File: src/rtl/psram_host_defines.svh
// timing counts, widths and pattern constants for the pseudo-static ram host
`ifndef PSRAM_HOST_DEFINES_SVH
`define PSRAM_HOST_DEFINES_SVH

`define CLK_PERIOD_NS 20
`define ADDR_W 22
`define DATA_W 16
`define TIMER_W 14
`define PROG_CNT_W 3

// least times, printed figures
`define PG_LOW_HOLD_US 50
`define SEL_HIGH_HOLD_US 300
`define STROBE_HOLD_NS 10
`define PD_GATE_LOW_NS 65
`define SEL_HIGH_PULSE_NS 12
`define READ_CYCLE_NS 70
`define WRITE_CYCLE_NS 65

// least times rounded up to whole clock cycles
`define CEIL_CYC(ns) (((ns) + `CLK_PERIOD_NS - 1) / `CLK_PERIOD_NS)
`define PG_LOW_HOLD_CYC `CEIL_CYC(`PG_LOW_HOLD_US * 1000)
`define SEL_HIGH_HOLD_CYC `CEIL_CYC(`SEL_HIGH_HOLD_US * 1000)
`define STROBE_HOLD_CYC `CEIL_CYC(`STROBE_HOLD_NS)
`define PD_GATE_LOW_CYC `CEIL_CYC(`PD_GATE_LOW_NS)
`define SEL_HIGH_PULSE_CYC `CEIL_CYC(`SEL_HIGH_PULSE_NS)
`define READ_CYCLE_CYC `CEIL_CYC(`READ_CYCLE_NS)
`define WRITE_CYCLE_CYC `CEIL_CYC(`WRITE_CYCLE_NS)
// extra read cycles covering the three-stage pin filter plus the hold register
`define DQ_SYNC_LAT_CYC 4

// power-down programming sequence
`define PD_ONES_CYCLES 5
`define PD_KEY_CYCLE 6

`endif

File: src/rtl/psram_host_pkg.sv
// types shared by the pseudo-static ram host
`include "psram_host_defines.svh"

package psram_host_pkg;
    typedef logic [`ADDR_W-1:0] addr_t;
    typedef logic [`DATA_W-1:0] data_t;
    typedef logic [`TIMER_W-1:0] count_t;
    typedef logic [`PROG_CNT_W-1:0] prog_cnt_t;

    typedef enum logic [7:0] {
        ST_PWR_LOW  = 8'h01,
        ST_PWR_HOLD = 8'h02,
        ST_IDLE     = 8'h04,
        ST_RD       = 8'h08,
        ST_WR       = 8'h10,
        ST_END      = 8'h20,
        ST_GAP      = 8'h40,
        ST_PD_LOW   = 8'h80
    } state_e;
endpackage

File: src/rtl/psram_wait_timer.sv
// down counter that times every wait of the host sequencer
module psram_wait_timer (
    input wire logic clk_i,
    input wire logic rst_sync_b_i,
    input wire logic load_i,
    input wire psram_host_pkg::count_t load_val_i,
    output logic done_o
);
    import psram_host_pkg::*;

    count_t count_q;
    count_t count_d;

    // reload on request, otherwise count down to zero and stop
    always_comb begin
        count_d = count_q;
        if (load_i) begin
            count_d = load_val_i;
        end else if (count_q != '0) begin
            count_d = count_q - count_t'(1);
        end
    end

    always_ff @(posedge clk_i or negedge rst_sync_b_i) begin
        if (!rst_sync_b_i) begin
            count_q <= '0;
        end else begin
            count_q <= count_d;
        end
    end

    // done comes from the register alone, so a load made on done cannot loop back into it
    assign done_o = (count_q == '0);
endmodule

File: src/rtl/psram_host_ctrl.sv
// host sequencer driving the pins of an asynchronous pseudo-static ram
//
// Overview of operation
// - gate low at least 50 us after supply
// - select high 300 us after gate rises
// - strobes steady 10 ns after select rises
// - write strobe hold avoids stray writes
// - read with select low needs a byte lane
// - read strobe may stay low in select-controlled write
// - select may stay low, strobes control access
// - reads need gate high, write strobe high
// - power-down entry and exit resets device
// - programming cycles one to five: address all ones
// - sixth programming cycle presents the address key
// - power-down gate low at least 65 ns
`include "psram_host_defines.svh"

module psram_host_ctrl #(
    parameter int unsigned SEL_HIGH_HOLD_CYC = `SEL_HIGH_HOLD_CYC
) (
    input wire logic clk_i,
    input wire logic rst_b_i,
    // user side
    input wire logic req_valid_i,
    input wire logic req_write_i,
    input wire psram_host_pkg::addr_t req_addr_i,
    input wire psram_host_pkg::data_t req_wdata_i,
    input wire logic [1:0] req_byte_en_i,
    output logic req_ready_o,
    output logic rsp_valid_o,
    output psram_host_pkg::data_t rsp_rdata_o,
    input wire logic strobe_only_i,
    input wire logic pd_reset_req_i,
    input wire logic pd_prog_req_i,
    input wire psram_host_pkg::addr_t pd_key_i,
    output logic pd_done_o,
    output logic init_done_o,
    // memory pins
    output psram_host_pkg::addr_t addr_o,
    input wire psram_host_pkg::data_t dq_i,
    output psram_host_pkg::data_t dq_o,
    output logic dq_oe_o,
    output logic chip_select_n_o,
    output logic power_gate_o,
    output logic read_strobe_n_o,
    output logic write_strobe_n_o,
    output logic low_byte_select_n_o,
    output logic high_byte_select_n_o
);
    import psram_host_pkg::*;

    // reset release through two flip-flops
    logic rst_meta_q;
    logic rst_sync_b;

    always_ff @(posedge clk_i or negedge rst_b_i) begin
        if (!rst_b_i) begin
            rst_meta_q <= 1'b0;
            rst_sync_b <= 1'b0;
        end else begin
            rst_meta_q <= 1'b1;
            rst_sync_b <= rst_meta_q;
        end
    end

    // data pins pass three flip-flops; a bit counts once stages two and three agree
    data_t dq_s1_q;
    data_t dq_s2_q;
    data_t dq_s3_q;
    data_t dq_f_q;
    data_t dq_f_d;

    always_comb begin
        dq_f_d = dq_f_q;
        for (int i = 0; i < `DATA_W; i++) begin
            if (dq_s2_q[i] == dq_s3_q[i]) begin
                dq_f_d[i] = dq_s3_q[i];
            end
        end
    end

    always_ff @(posedge clk_i or negedge rst_sync_b) begin
        if (!rst_sync_b) begin
            dq_s1_q <= '0;
            dq_s2_q <= '0;
            dq_s3_q <= '0;
            dq_f_q <= '0;
        end else begin
            dq_s1_q <= dq_i;
            dq_s2_q <= dq_s1_q;
            dq_s3_q <= dq_s2_q;
            dq_f_q <= dq_f_d;
        end
    end

    // decoding of the two byte-lane selects for an access
    function automatic logic [1:0] lanes_n(input logic is_read, input logic [1:0] en);
        logic [1:0] res;
        res = ~en;
        if (is_read && (en == 2'b00)) begin
            res = 2'b00; // a read with no lane chosen takes both
        end
        return res;
    endfunction

    // sequencer state
    state_e state_q;
    state_e state_d;
    logic rd_q;
    logic rd_d;
    logic prog_q;
    logic prog_d;
    prog_cnt_t prog_cnt_q;
    prog_cnt_t prog_cnt_d;
    addr_t key_q;
    addr_t key_d;
    logic hold_sel_q;
    logic hold_sel_d;
    logic init_q;
    logic init_d;
    logic first_q;
    logic first_d;

    // pin registers
    addr_t addr_q;
    addr_t addr_d;
    data_t dq_q;
    data_t dq_d;
    logic dq_oe_q;
    logic dq_oe_d;
    logic cs_n_q;
    logic cs_n_d;
    logic pg_q;
    logic pg_d;
    logic oe_n_q;
    logic oe_n_d;
    logic we_n_q;
    logic we_n_d;
    logic [1:0] bs_n_q;
    logic [1:0] bs_n_d;

    // answer registers
    logic rsp_valid_q;
    logic rsp_valid_d;
    data_t rsp_rdata_q;
    data_t rsp_rdata_d;
    logic pd_done_q;
    logic pd_done_d;

    // shared wait timer
    logic tmr_load;
    count_t tmr_val;
    logic tmr_done;

    psram_wait_timer u_timer (
        .clk_i(clk_i),
        .rst_sync_b_i(rst_sync_b),
        .load_i(tmr_load),
        .load_val_i(tmr_val),
        .done_o(tmr_done)
    );

    // sequencer next state and pin values
    always_comb begin
        state_d = state_q;
        rd_d = rd_q;
        prog_d = prog_q;
        prog_cnt_d = prog_cnt_q;
        key_d = key_q;
        hold_sel_d = hold_sel_q;
        init_d = init_q;
        addr_d = addr_q;
        dq_d = dq_q;
        dq_oe_d = dq_oe_q;
        cs_n_d = cs_n_q;
        pg_d = pg_q;
        oe_n_d = oe_n_q;
        we_n_d = we_n_q;
        bs_n_d = bs_n_q;
        rsp_valid_d = 1'b0;
        rsp_rdata_d = rsp_rdata_q;
        pd_done_d = 1'b0;
        tmr_load = 1'b0;
        tmr_val = '0;
        case (state_q)
            ST_PWR_LOW: begin
                if (first_q) begin
                    tmr_load = 1'b1; // gate low hold starts at reset release
                    tmr_val = count_t'(`PG_LOW_HOLD_CYC - 1);
                end else if (tmr_done) begin
                    pg_d = 1'b1; // gate rises only after its low hold
                    tmr_load = 1'b1;
                    tmr_val = count_t'(SEL_HIGH_HOLD_CYC - 1);
                    state_d = ST_PWR_HOLD;
                end
            end
            ST_PWR_HOLD: begin
                if (tmr_done) begin
                    init_d = 1'b1; // select kept high for the whole hold
                    state_d = ST_IDLE;
                end
            end
            ST_IDLE: begin
                cs_n_d = !strobe_only_i; // select parked low in strobe-only mode
                if (pd_reset_req_i) begin
                    pg_d = 1'b0; // power-down entry used as device reset
                    cs_n_d = 1'b1;
                    init_d = 1'b0;
                    tmr_load = 1'b1;
                    tmr_val = count_t'(`PD_GATE_LOW_CYC - 1);
                    state_d = ST_PD_LOW;
                end else if (pd_prog_req_i) begin
                    prog_d = 1'b1;
                    prog_cnt_d = prog_cnt_t'(1);
                    key_d = pd_key_i;
                    hold_sel_d = 1'b0;
                    rd_d = 1'b1;
                    addr_d = '1; // first programming cycle, all address ones
                    cs_n_d = 1'b0;
                    oe_n_d = 1'b0;
                    we_n_d = 1'b1;
                    bs_n_d = 2'b00;
                    tmr_load = 1'b1;
                    tmr_val = count_t'(`READ_CYCLE_CYC + `DQ_SYNC_LAT_CYC - 1);
                    state_d = ST_RD;
                end else if (req_valid_i) begin
                    hold_sel_d = strobe_only_i;
                    rd_d = !req_write_i;
                    addr_d = req_addr_i; // address set in the same cycle as the strobe falling edges and, unless select is parked low, the select falling edge
                    cs_n_d = 1'b0;
                    bs_n_d = lanes_n(!req_write_i, req_byte_en_i);
                    tmr_load = 1'b1;
                    if (req_write_i) begin
                        dq_d = req_wdata_i;
                        dq_oe_d = 1'b1;
                        oe_n_d = 1'b1; // read strobe high, low-strobe write unused
                        we_n_d = 1'b0;
                        tmr_val = count_t'(`WRITE_CYCLE_CYC - 1);
                        state_d = ST_WR;
                    end else begin
                        oe_n_d = 1'b0;
                        we_n_d = 1'b1; // read with write strobe high, gate high
                        tmr_val = count_t'(`READ_CYCLE_CYC + `DQ_SYNC_LAT_CYC - 1);
                        state_d = ST_RD;
                    end
                end
            end
            ST_RD, ST_WR: begin
                if (tmr_done) begin
                    if (state_q == ST_RD) begin
                        rsp_rdata_d = dq_f_q;
                    end
                    tmr_load = 1'b1;
                    tmr_val = count_t'(`STROBE_HOLD_CYC - 1);
                    if (hold_sel_q) begin
                        oe_n_d = 1'b1; // strobes alone close the access
                        we_n_d = 1'b1;
                    end else begin
                        cs_n_d = 1'b1; // strobes left as they are
                    end
                    state_d = ST_END;
                end
            end
            ST_END: begin
                if (tmr_done) begin
                    oe_n_d = 1'b1; // write strobe released after its hold when the select closed the access
                    we_n_d = 1'b1;
                    dq_oe_d = 1'b0;
                    bs_n_d = 2'b11;
                    tmr_load = 1'b1;
                    tmr_val = count_t'(`SEL_HIGH_PULSE_CYC - 1);
                    state_d = ST_GAP;
                end
            end
            ST_GAP: begin
                if (tmr_done) begin
                    if (prog_q && (prog_cnt_q != prog_cnt_t'(`PD_KEY_CYCLE))) begin
                        prog_cnt_d = prog_cnt_q + prog_cnt_t'(1);
                        if (prog_cnt_q == prog_cnt_t'(`PD_ONES_CYCLES)) begin
                            addr_d = key_q; // sixth cycle carries the key
                        end else begin
                            addr_d = '1; // cycles two to five stay all ones
                        end
                        cs_n_d = 1'b0;
                        oe_n_d = 1'b0;
                        bs_n_d = 2'b00;
                        tmr_load = 1'b1;
                        tmr_val = count_t'(`READ_CYCLE_CYC + `DQ_SYNC_LAT_CYC - 1);
                        state_d = ST_RD;
                    end else begin
                        if (prog_q) begin
                            pd_done_d = 1'b1; // done after the select-high pulse
                        end else if (rd_q) begin
                            rsp_valid_d = 1'b1;
                        end
                        prog_d = 1'b0;
                        state_d = ST_IDLE;
                    end
                end
            end
            ST_PD_LOW: begin
                if (tmr_done) begin
                    pg_d = 1'b1; // gate held low its least time
                    tmr_load = 1'b1;
                    tmr_val = count_t'(SEL_HIGH_HOLD_CYC - 1);
                    state_d = ST_PWR_HOLD;
                end
            end
            default: begin
                state_d = ST_PWR_LOW;
            end
        endcase
    end

    // sequencer and pin registers; power-up starts with the gate low
    always_ff @(posedge clk_i or negedge rst_sync_b) begin
        if (!rst_sync_b) begin
            state_q <= ST_PWR_LOW;
            rd_q <= 1'b0;
            prog_q <= 1'b0;
            prog_cnt_q <= '0;
            key_q <= '0;
            hold_sel_q <= 1'b0;
            init_q <= 1'b0;
            addr_q <= '0;
            dq_q <= '0;
            dq_oe_q <= 1'b0;
            cs_n_q <= 1'b1;
            pg_q <= 1'b0;
            oe_n_q <= 1'b1;
            we_n_q <= 1'b1;
            bs_n_q <= 2'b11;
            rsp_valid_q <= 1'b0;
            rsp_rdata_q <= '0;
            pd_done_q <= 1'b0;
        end else begin
            state_q <= state_d;
            rd_q <= rd_d;
            prog_q <= prog_d;
            prog_cnt_q <= prog_cnt_d;
            key_q <= key_d;
            hold_sel_q <= hold_sel_d;
            init_q <= init_d;
            addr_q <= addr_d;
            dq_q <= dq_d;
            dq_oe_q <= dq_oe_d;
            cs_n_q <= cs_n_d;
            pg_q <= pg_d;
            oe_n_q <= oe_n_d;
            we_n_q <= we_n_d;
            bs_n_q <= bs_n_d;
            rsp_valid_q <= rsp_valid_d;
            rsp_rdata_q <= rsp_rdata_d;
            pd_done_q <= pd_done_d;
        end
    end

    // marks the first cycle after reset release, when the gate low hold is loaded
    always_comb begin
        first_d = 1'b0;
    end

    always_ff @(posedge clk_i or negedge rst_sync_b) begin
        if (!rst_sync_b) begin
            first_q <= 1'b1;
        end else begin
            first_q <= first_d;
        end
    end

    // outputs
    assign req_ready_o = (state_q == ST_IDLE) && !pd_reset_req_i && !pd_prog_req_i;
    assign rsp_valid_o = rsp_valid_q;
    assign rsp_rdata_o = rsp_rdata_q;
    assign pd_done_o = pd_done_q;
    assign init_done_o = init_q;
    assign addr_o = addr_q;
    assign dq_o = dq_q;
    assign dq_oe_o = dq_oe_q;
    assign chip_select_n_o = cs_n_q;
    assign power_gate_o = pg_q;
    assign read_strobe_n_o = oe_n_q;
    assign write_strobe_n_o = we_n_q;
    assign low_byte_select_n_o = bs_n_q[0];
    assign high_byte_select_n_o = bs_n_q[1];
endmodule

File: config.mk
export PLATFORM = sky130hd
export DESIGN_NAME = psram_host_ctrl
export DESIGN_NICKNAME = d
export VERILOG_FILES = /design/src/rtl/psram_host_pkg.sv /design/src/rtl/psram_wait_timer.sv /design/src/rtl/psram_host_ctrl.sv
export VERILOG_INCLUDE_DIRS = /design/src /design/src/rtl
export SDC_FILE = /design/constraint.sdc
export NUM_CORES = 1
export LEC_CHECK = 0
export ABC_CLOCK_PERIOD_IN_PS = 17000
export BUFFER_PORTS_ARGS = -buffer_cell sky130_fd_sc_hd__buf_2
export CORE_MARGIN = 4
export CORE_UTILIZATION = 55
export CTS_BUF_LIST = sky130_fd_sc_hd__clkbuf_4 sky130_fd_sc_hd__clkbuf_8
export DETAILED_ROUTE_END_ITERATION = 16
export PLACE_DENSITY = 0.8
export REMOVE_ABC_BUFFERS = 1
export SLEW_MARGIN = 5
export SYNTH_ARGS = -nofsm -noshare
export SYNTH_HDL_FRONTEND = slang
export SYNTH_SLANG_ARGS = --single-unit
File: constraint.sdc
create_clock -name clk_i -period 17 [get_ports clk_i]
set_clock_uncertainty 0.1 [all_clocks]
set_input_delay 3.4 -clock clk_i [delete_from_list [all_inputs] [get_ports clk_i]]
set_output_delay 3.4 -clock clk_i [all_outputs]
set_load 0.01 [all_outputs]
After elaboration in Yosys (flattened, before gate mapping):

Cells that the tools add are included.

* flip-flop bits (word level): 181
* output and inout port bits: 65

* $add $sub $neg: 2
* equal/unequal tests: 43
* mux-type cells: 101
* bitwise gates (word level): 3
* reductions and logical operators: 38

Operators with widths (count)
* 2-to-1 mux 22 bit: 6
* 2-to-1 mux 8 bit: 9
* 2-to-1 mux 14 bit: 4
* one-hot mux 14 bit (4 select lines): 1
* one-hot mux 8 bit (7 select lines): 1
* 2-to-1 mux 1 bit: 50
* one-hot mux 22 bit (2 select lines): 1
* 2-to-1 mux 3 bit: 10
* inequality test 2 bit (second input constant): 15
* AND reduction 5 bit: 5
* AND reduction 6 bit: 4
* == test 1 bit: 16
* AND reduction 3 bit: 5
* logical NOT 14 bit: 1
* 2-to-1 mux 2 bit: 7
* nonzero test 14 bit: 1
* subtractor 14 x 1 -> 14 bit (second input constant): 1
* nonzero test 3 bit: 4
* nonzero test 2 bit: 5
* one-hot mux 1 bit (3 select lines): 3
* == test 8 x 1 -> 1 bit (second input constant): 1
* == test 8 x 2 -> 1 bit (second input constant): 1
* == test 8 x 3 -> 1 bit (second input constant): 1
* == test 8 x 4 -> 1 bit (second input constant): 1
* 23 further kinds: 34

Logic depth before layout (Yosys ltp):

* depth in word-level cells: 7
* mapped depth: 8
* gate-level depth less buffers: 7

Cells and area by module:

From an unflattened synthesis, not the netlist that was laid out.

* cells, all modules: 585
* area, all modules: 7462.2 um2

Modules (own cells, without submodules)
* psram_host_ctrl: instances 1, cells an instance 501, area an instance 6641.4 um2, sequential area each 4187.8 um2
* psram_wait_timer: instances 1, cells an instance 84, area an instance 820.8 um2, sequential area each 350.3 um2

Least setup slack after synthesis:

No wires, ideal clock.

* kind: input -> output
* from: in pd_prog_req_i
* to: out req_ready_o
* data arrival time: 3.757 ns
* data required time: 13.500 ns
* path slack: 9.743 ns
* cell stages on the path: 2
* buffers on the path: 1
* cell sequence: clkbuf_1 > nor2_1

* word-level cells in the longest chain between the ends: 2

RTL lines
* from (decl): RTL line psram_host_ctrl.sv:34 `input wire logic pd_prog_req_i,`
* logical NOT 1 bit: RTL line psram_host_ctrl.sv:372 `assign req_ready_o = (state_q == ST_IDLE) && !pd_reset_req_i && !pd_prog_req_i;`
* logical AND 1 bit: RTL line psram_host_ctrl.sv:372
* to (decl): RTL line psram_host_ctrl.sv:29 `output logic req_ready_o,`

Every way passes these cells.

Final worst setup path:

* from: in pd_reset_req_i
* to: out req_ready_o

* word-level cells in the longest chain between the ends: 3

RTL lines
* from (decl): RTL line psram_host_ctrl.sv:33 `input wire logic pd_reset_req_i,`
* logical NOT 1 bit: RTL line psram_host_ctrl.sv:372
* logical AND 1 bit (2 in a row): RTL line psram_host_ctrl.sv:372

Every way passes these cells.

==> results.yml <==
placement:
  dp_hpwl_mm: 10.5
  io_buffers: 149
  gp_congestion: 0.875
setup_path:
  cp.arrival_ns: 3.96
  reg2regPathDepth: 5
  r2r_end: "addr_o[7]$_DFFE_PN0P_"
  rr_startpoint: "u_timer.count_q[2]$_DFFE_PN0P_"
  setup.worst_path.start_class: "primary input"
  crit_path_end_kind: "output port"
  timing.reg2reg.setup_slack_ns: 13.71
  crit_type: "primary input to output port"
  critical_path.max_fanout: 6
  required_ns: 13.50
grt:
  grt_pass1_vias: 5027
  grt_max_degree: 77
  antenna_found_initial: 0
  track_usage: 0.208
  grt_pass1_wl_mm: 24.4
  grt_remaining_overflow: 0
die:
  row_count: 41
  ios: 150
  die_h_um: 123
  core-area_um2: 12800
  die_width_um: 123
  start_util: 0.569
  die_area_um2: 15100
logic_synthesis:
  synth.distinct_cells: 64
  synth-adder-area-share: 0.0307
  netlist_instances: 560
  synth.largest_area_cell: "dfrtp_1"
  yosys.area_share.simple: 0.0937
  synth_compound_area_frac: 0.0794
  async_flop_share: 1.00
  netlist_top_cells_area: "dfrtp_1 (60%), mux2_2 (8.4%), mux2i_1 (3.0%)"
  ys_ff_latch: 181
  yosysWarningCount: 0
  synthFlopType: "dfrtp_1"
  synth_top_area_frac: 0.599
  synth_edf_count: 0
  syn_area_per_cell_um2: 13.0
  ys_seq_area_frac: 0.625
  synth_top_family_by_area: "multiplexers"
  syn_area_um2: 7260
  synth.most_common_cell: "dfrtp_1"
  synth.area.mux_share: 0.116
  synth_xor_area_frac: 0.0169
  synth_common_cells: "dfrtp_1 (174), mux2_2 (54), inv_1 (31)"
run:
  maxCapViolCount: 0
sta:
  fin_crit_sh: 0.439
  finalHoldViolCount: 0
  timing.fmax_mhz: 134
  setup_viol_count_final: 0
  layout_min_cycle_time_ns: 7.46
  relSlewSlack: 0.237
  final_max_slew_viol_count: 0
  fin_tns_setup_ns: 0
  rsz0062_at_grt: "no"
  holdWs_ns: 0.172
  tightest_slew_ns: 1.14
hold_path:
  hold_class: "flip-flop to async pin"
drt:
  drcViolationCount: 0
  drt_iter0_markers: 416
  vias: 4810
  drt_wl_total_mm: 14.8
  drt_first_pass_iters: 5
  drtAntennaViolNets: 0
  vias_per_cell: 5.42
  wl_per_cell_um: 16.7
run_status:
  status: "completed"
cells_and_area:
  nets: 793
  area_growth_pct: 16.5
  fillCellCount: 958
  diodes: 0
  drive_gt1_frac: 0.366
cts:
  clkSinkCount: 181
  root_buffer: "clkbuf_8"
  postCtsHoldBufs: 0
  cts_resized: 0
  clk_latency_ns: 0.44
  numCtsBuffers: 17
  cts_setup_buffers: 0
  cts-htree-levels: 4
  tritoncts: "done"
  cts_buffer_depth: 2
  path_clk_slew_ns: 0.09
pwr:
  peakVddDrop_v: 0.0000585
  power.leakage_nw: 4.17
  powerDensity_nw_per_um2: 92.0
## how the worst max path moves through the flow
| stage | start | end | slack [ns] | cells after the start |
|---|---|---|---|---|
| floorplan | pd_reset_req_i | req_ready_o | 9.79 | 3 |
| global placement | pd_reset_req_i | req_ready_o | 9.58 | 5 |
| detailed placement | pd_reset_req_i | req_ready_o | 9.55 | 5 |
| CTS | pd_reset_req_i | req_ready_o | 9.54 | 5 |
| global route | pd_reset_req_i | req_ready_o | 9.46 | 5 |
| finish | pd_reset_req_i | req_ready_o | 9.54 | 5 |
## final cells by class
cell class                 count  area [um^2]  area share
multi-input combinational    321         2450       0.290
tap                          172          215      0.0254
inverter                      31          116      0.0138
timing repair buffer         151          761      0.0899
clock inverter                 9         96.3      0.0114
sequential                   181         4540       0.537
clock buffer                  22          278      0.0328
## report_power, final
| part | total, W | switching (W) | internal [W] | leakage (nW) |
|---|---|---|---|---|
| logic | 0.0000458 | 0.0000246 | 0.0000212 | 1.76 |
| registers | 0.000460 | 0.0000111 | 0.000449 | 2.22 |
| clock network | 0.000273 | 0.000145 | 0.000128 | 0.190 |
## worst max-delay path: stages
cell     delay (ns)
buf_2          0.13
inv_1          0.10
nand2_1        0.09
nor2_1         0.11
buf_2          0.13
## cells in the final DEF, fill, tap and decap left out, types with 4 or more instances in the layout
master,count
dfrtp_1,173
buf_2,149
mux2_2,54
inv_1,31
nor2_1,29
o22ai_1,24
o21ai_0,22
mux2i_1,22
nand2_1,21
clkbuf_8,18
maj3_1,16
a21oi_1,13
nand3_1,11
nor3_1,9
xor2_1,8
dfstp_2,7
a21o_1,6
xnor2_1,6
nor4b_1,6
nor4_1,5
ha_1,5
or3_1,4
clkbuf_4,4
## metal layers
metal,GRT usage,up-vias,wire length [um],share of wire
met1,0.273,2360,6380,0.43
met3,0.0801,14,1220,0.082
met5,0,-,0,0
li1,-,2255,-,-
met4,0.0700,0,192,0.013
met2,0.321,181,7050,0.48
## stage by stage
| stage | util | area [um^2] | power (W) | setup WS (ns) | instances |
|---|---|---|---|---|---|
| 5_1_grt | 0.662 | 8460 | 0.000817 | 9.46 | 887 |
| 3_5_place_dp | 0.633 | 8080 | 0.000515 | 9.55 | 856 |
| 3_3_place_gp | 0.633 | 8080 | 0.000512 | 9.58 | 856 |
| 6_report | 0.662 | 8460 | 0.000778 | 9.54 | 887 |
| 4_1_cts | 0.662 | 8460 | 0.000789 | 9.54 | 887 |
| 2_1_floorplan | - | 7100 | 0.000490 | 9.79 | 533 |
## sequential cells by signal, summed over array words and instances (netlist names), 14 cells and up
signal	count
dq_s2_q	16
dq_f_q	16
addr_o	22
dq_s1_q	16
rsp_rdata_o	16
dq_s3_q	16
u_timer.count_q	14
dq_o	16
key_q	22
## logic make-up after synthesis
group	count (synthesis)
adders and majority gates	21
other	2
muxes	77
buffers and inverters	58
AOI/OAI and AO/OA	89
DFF	181
xor gates and xnor gates	14
and+or+nand+nor	118
No activity file was read; power rests on OpenSTA's default activity.
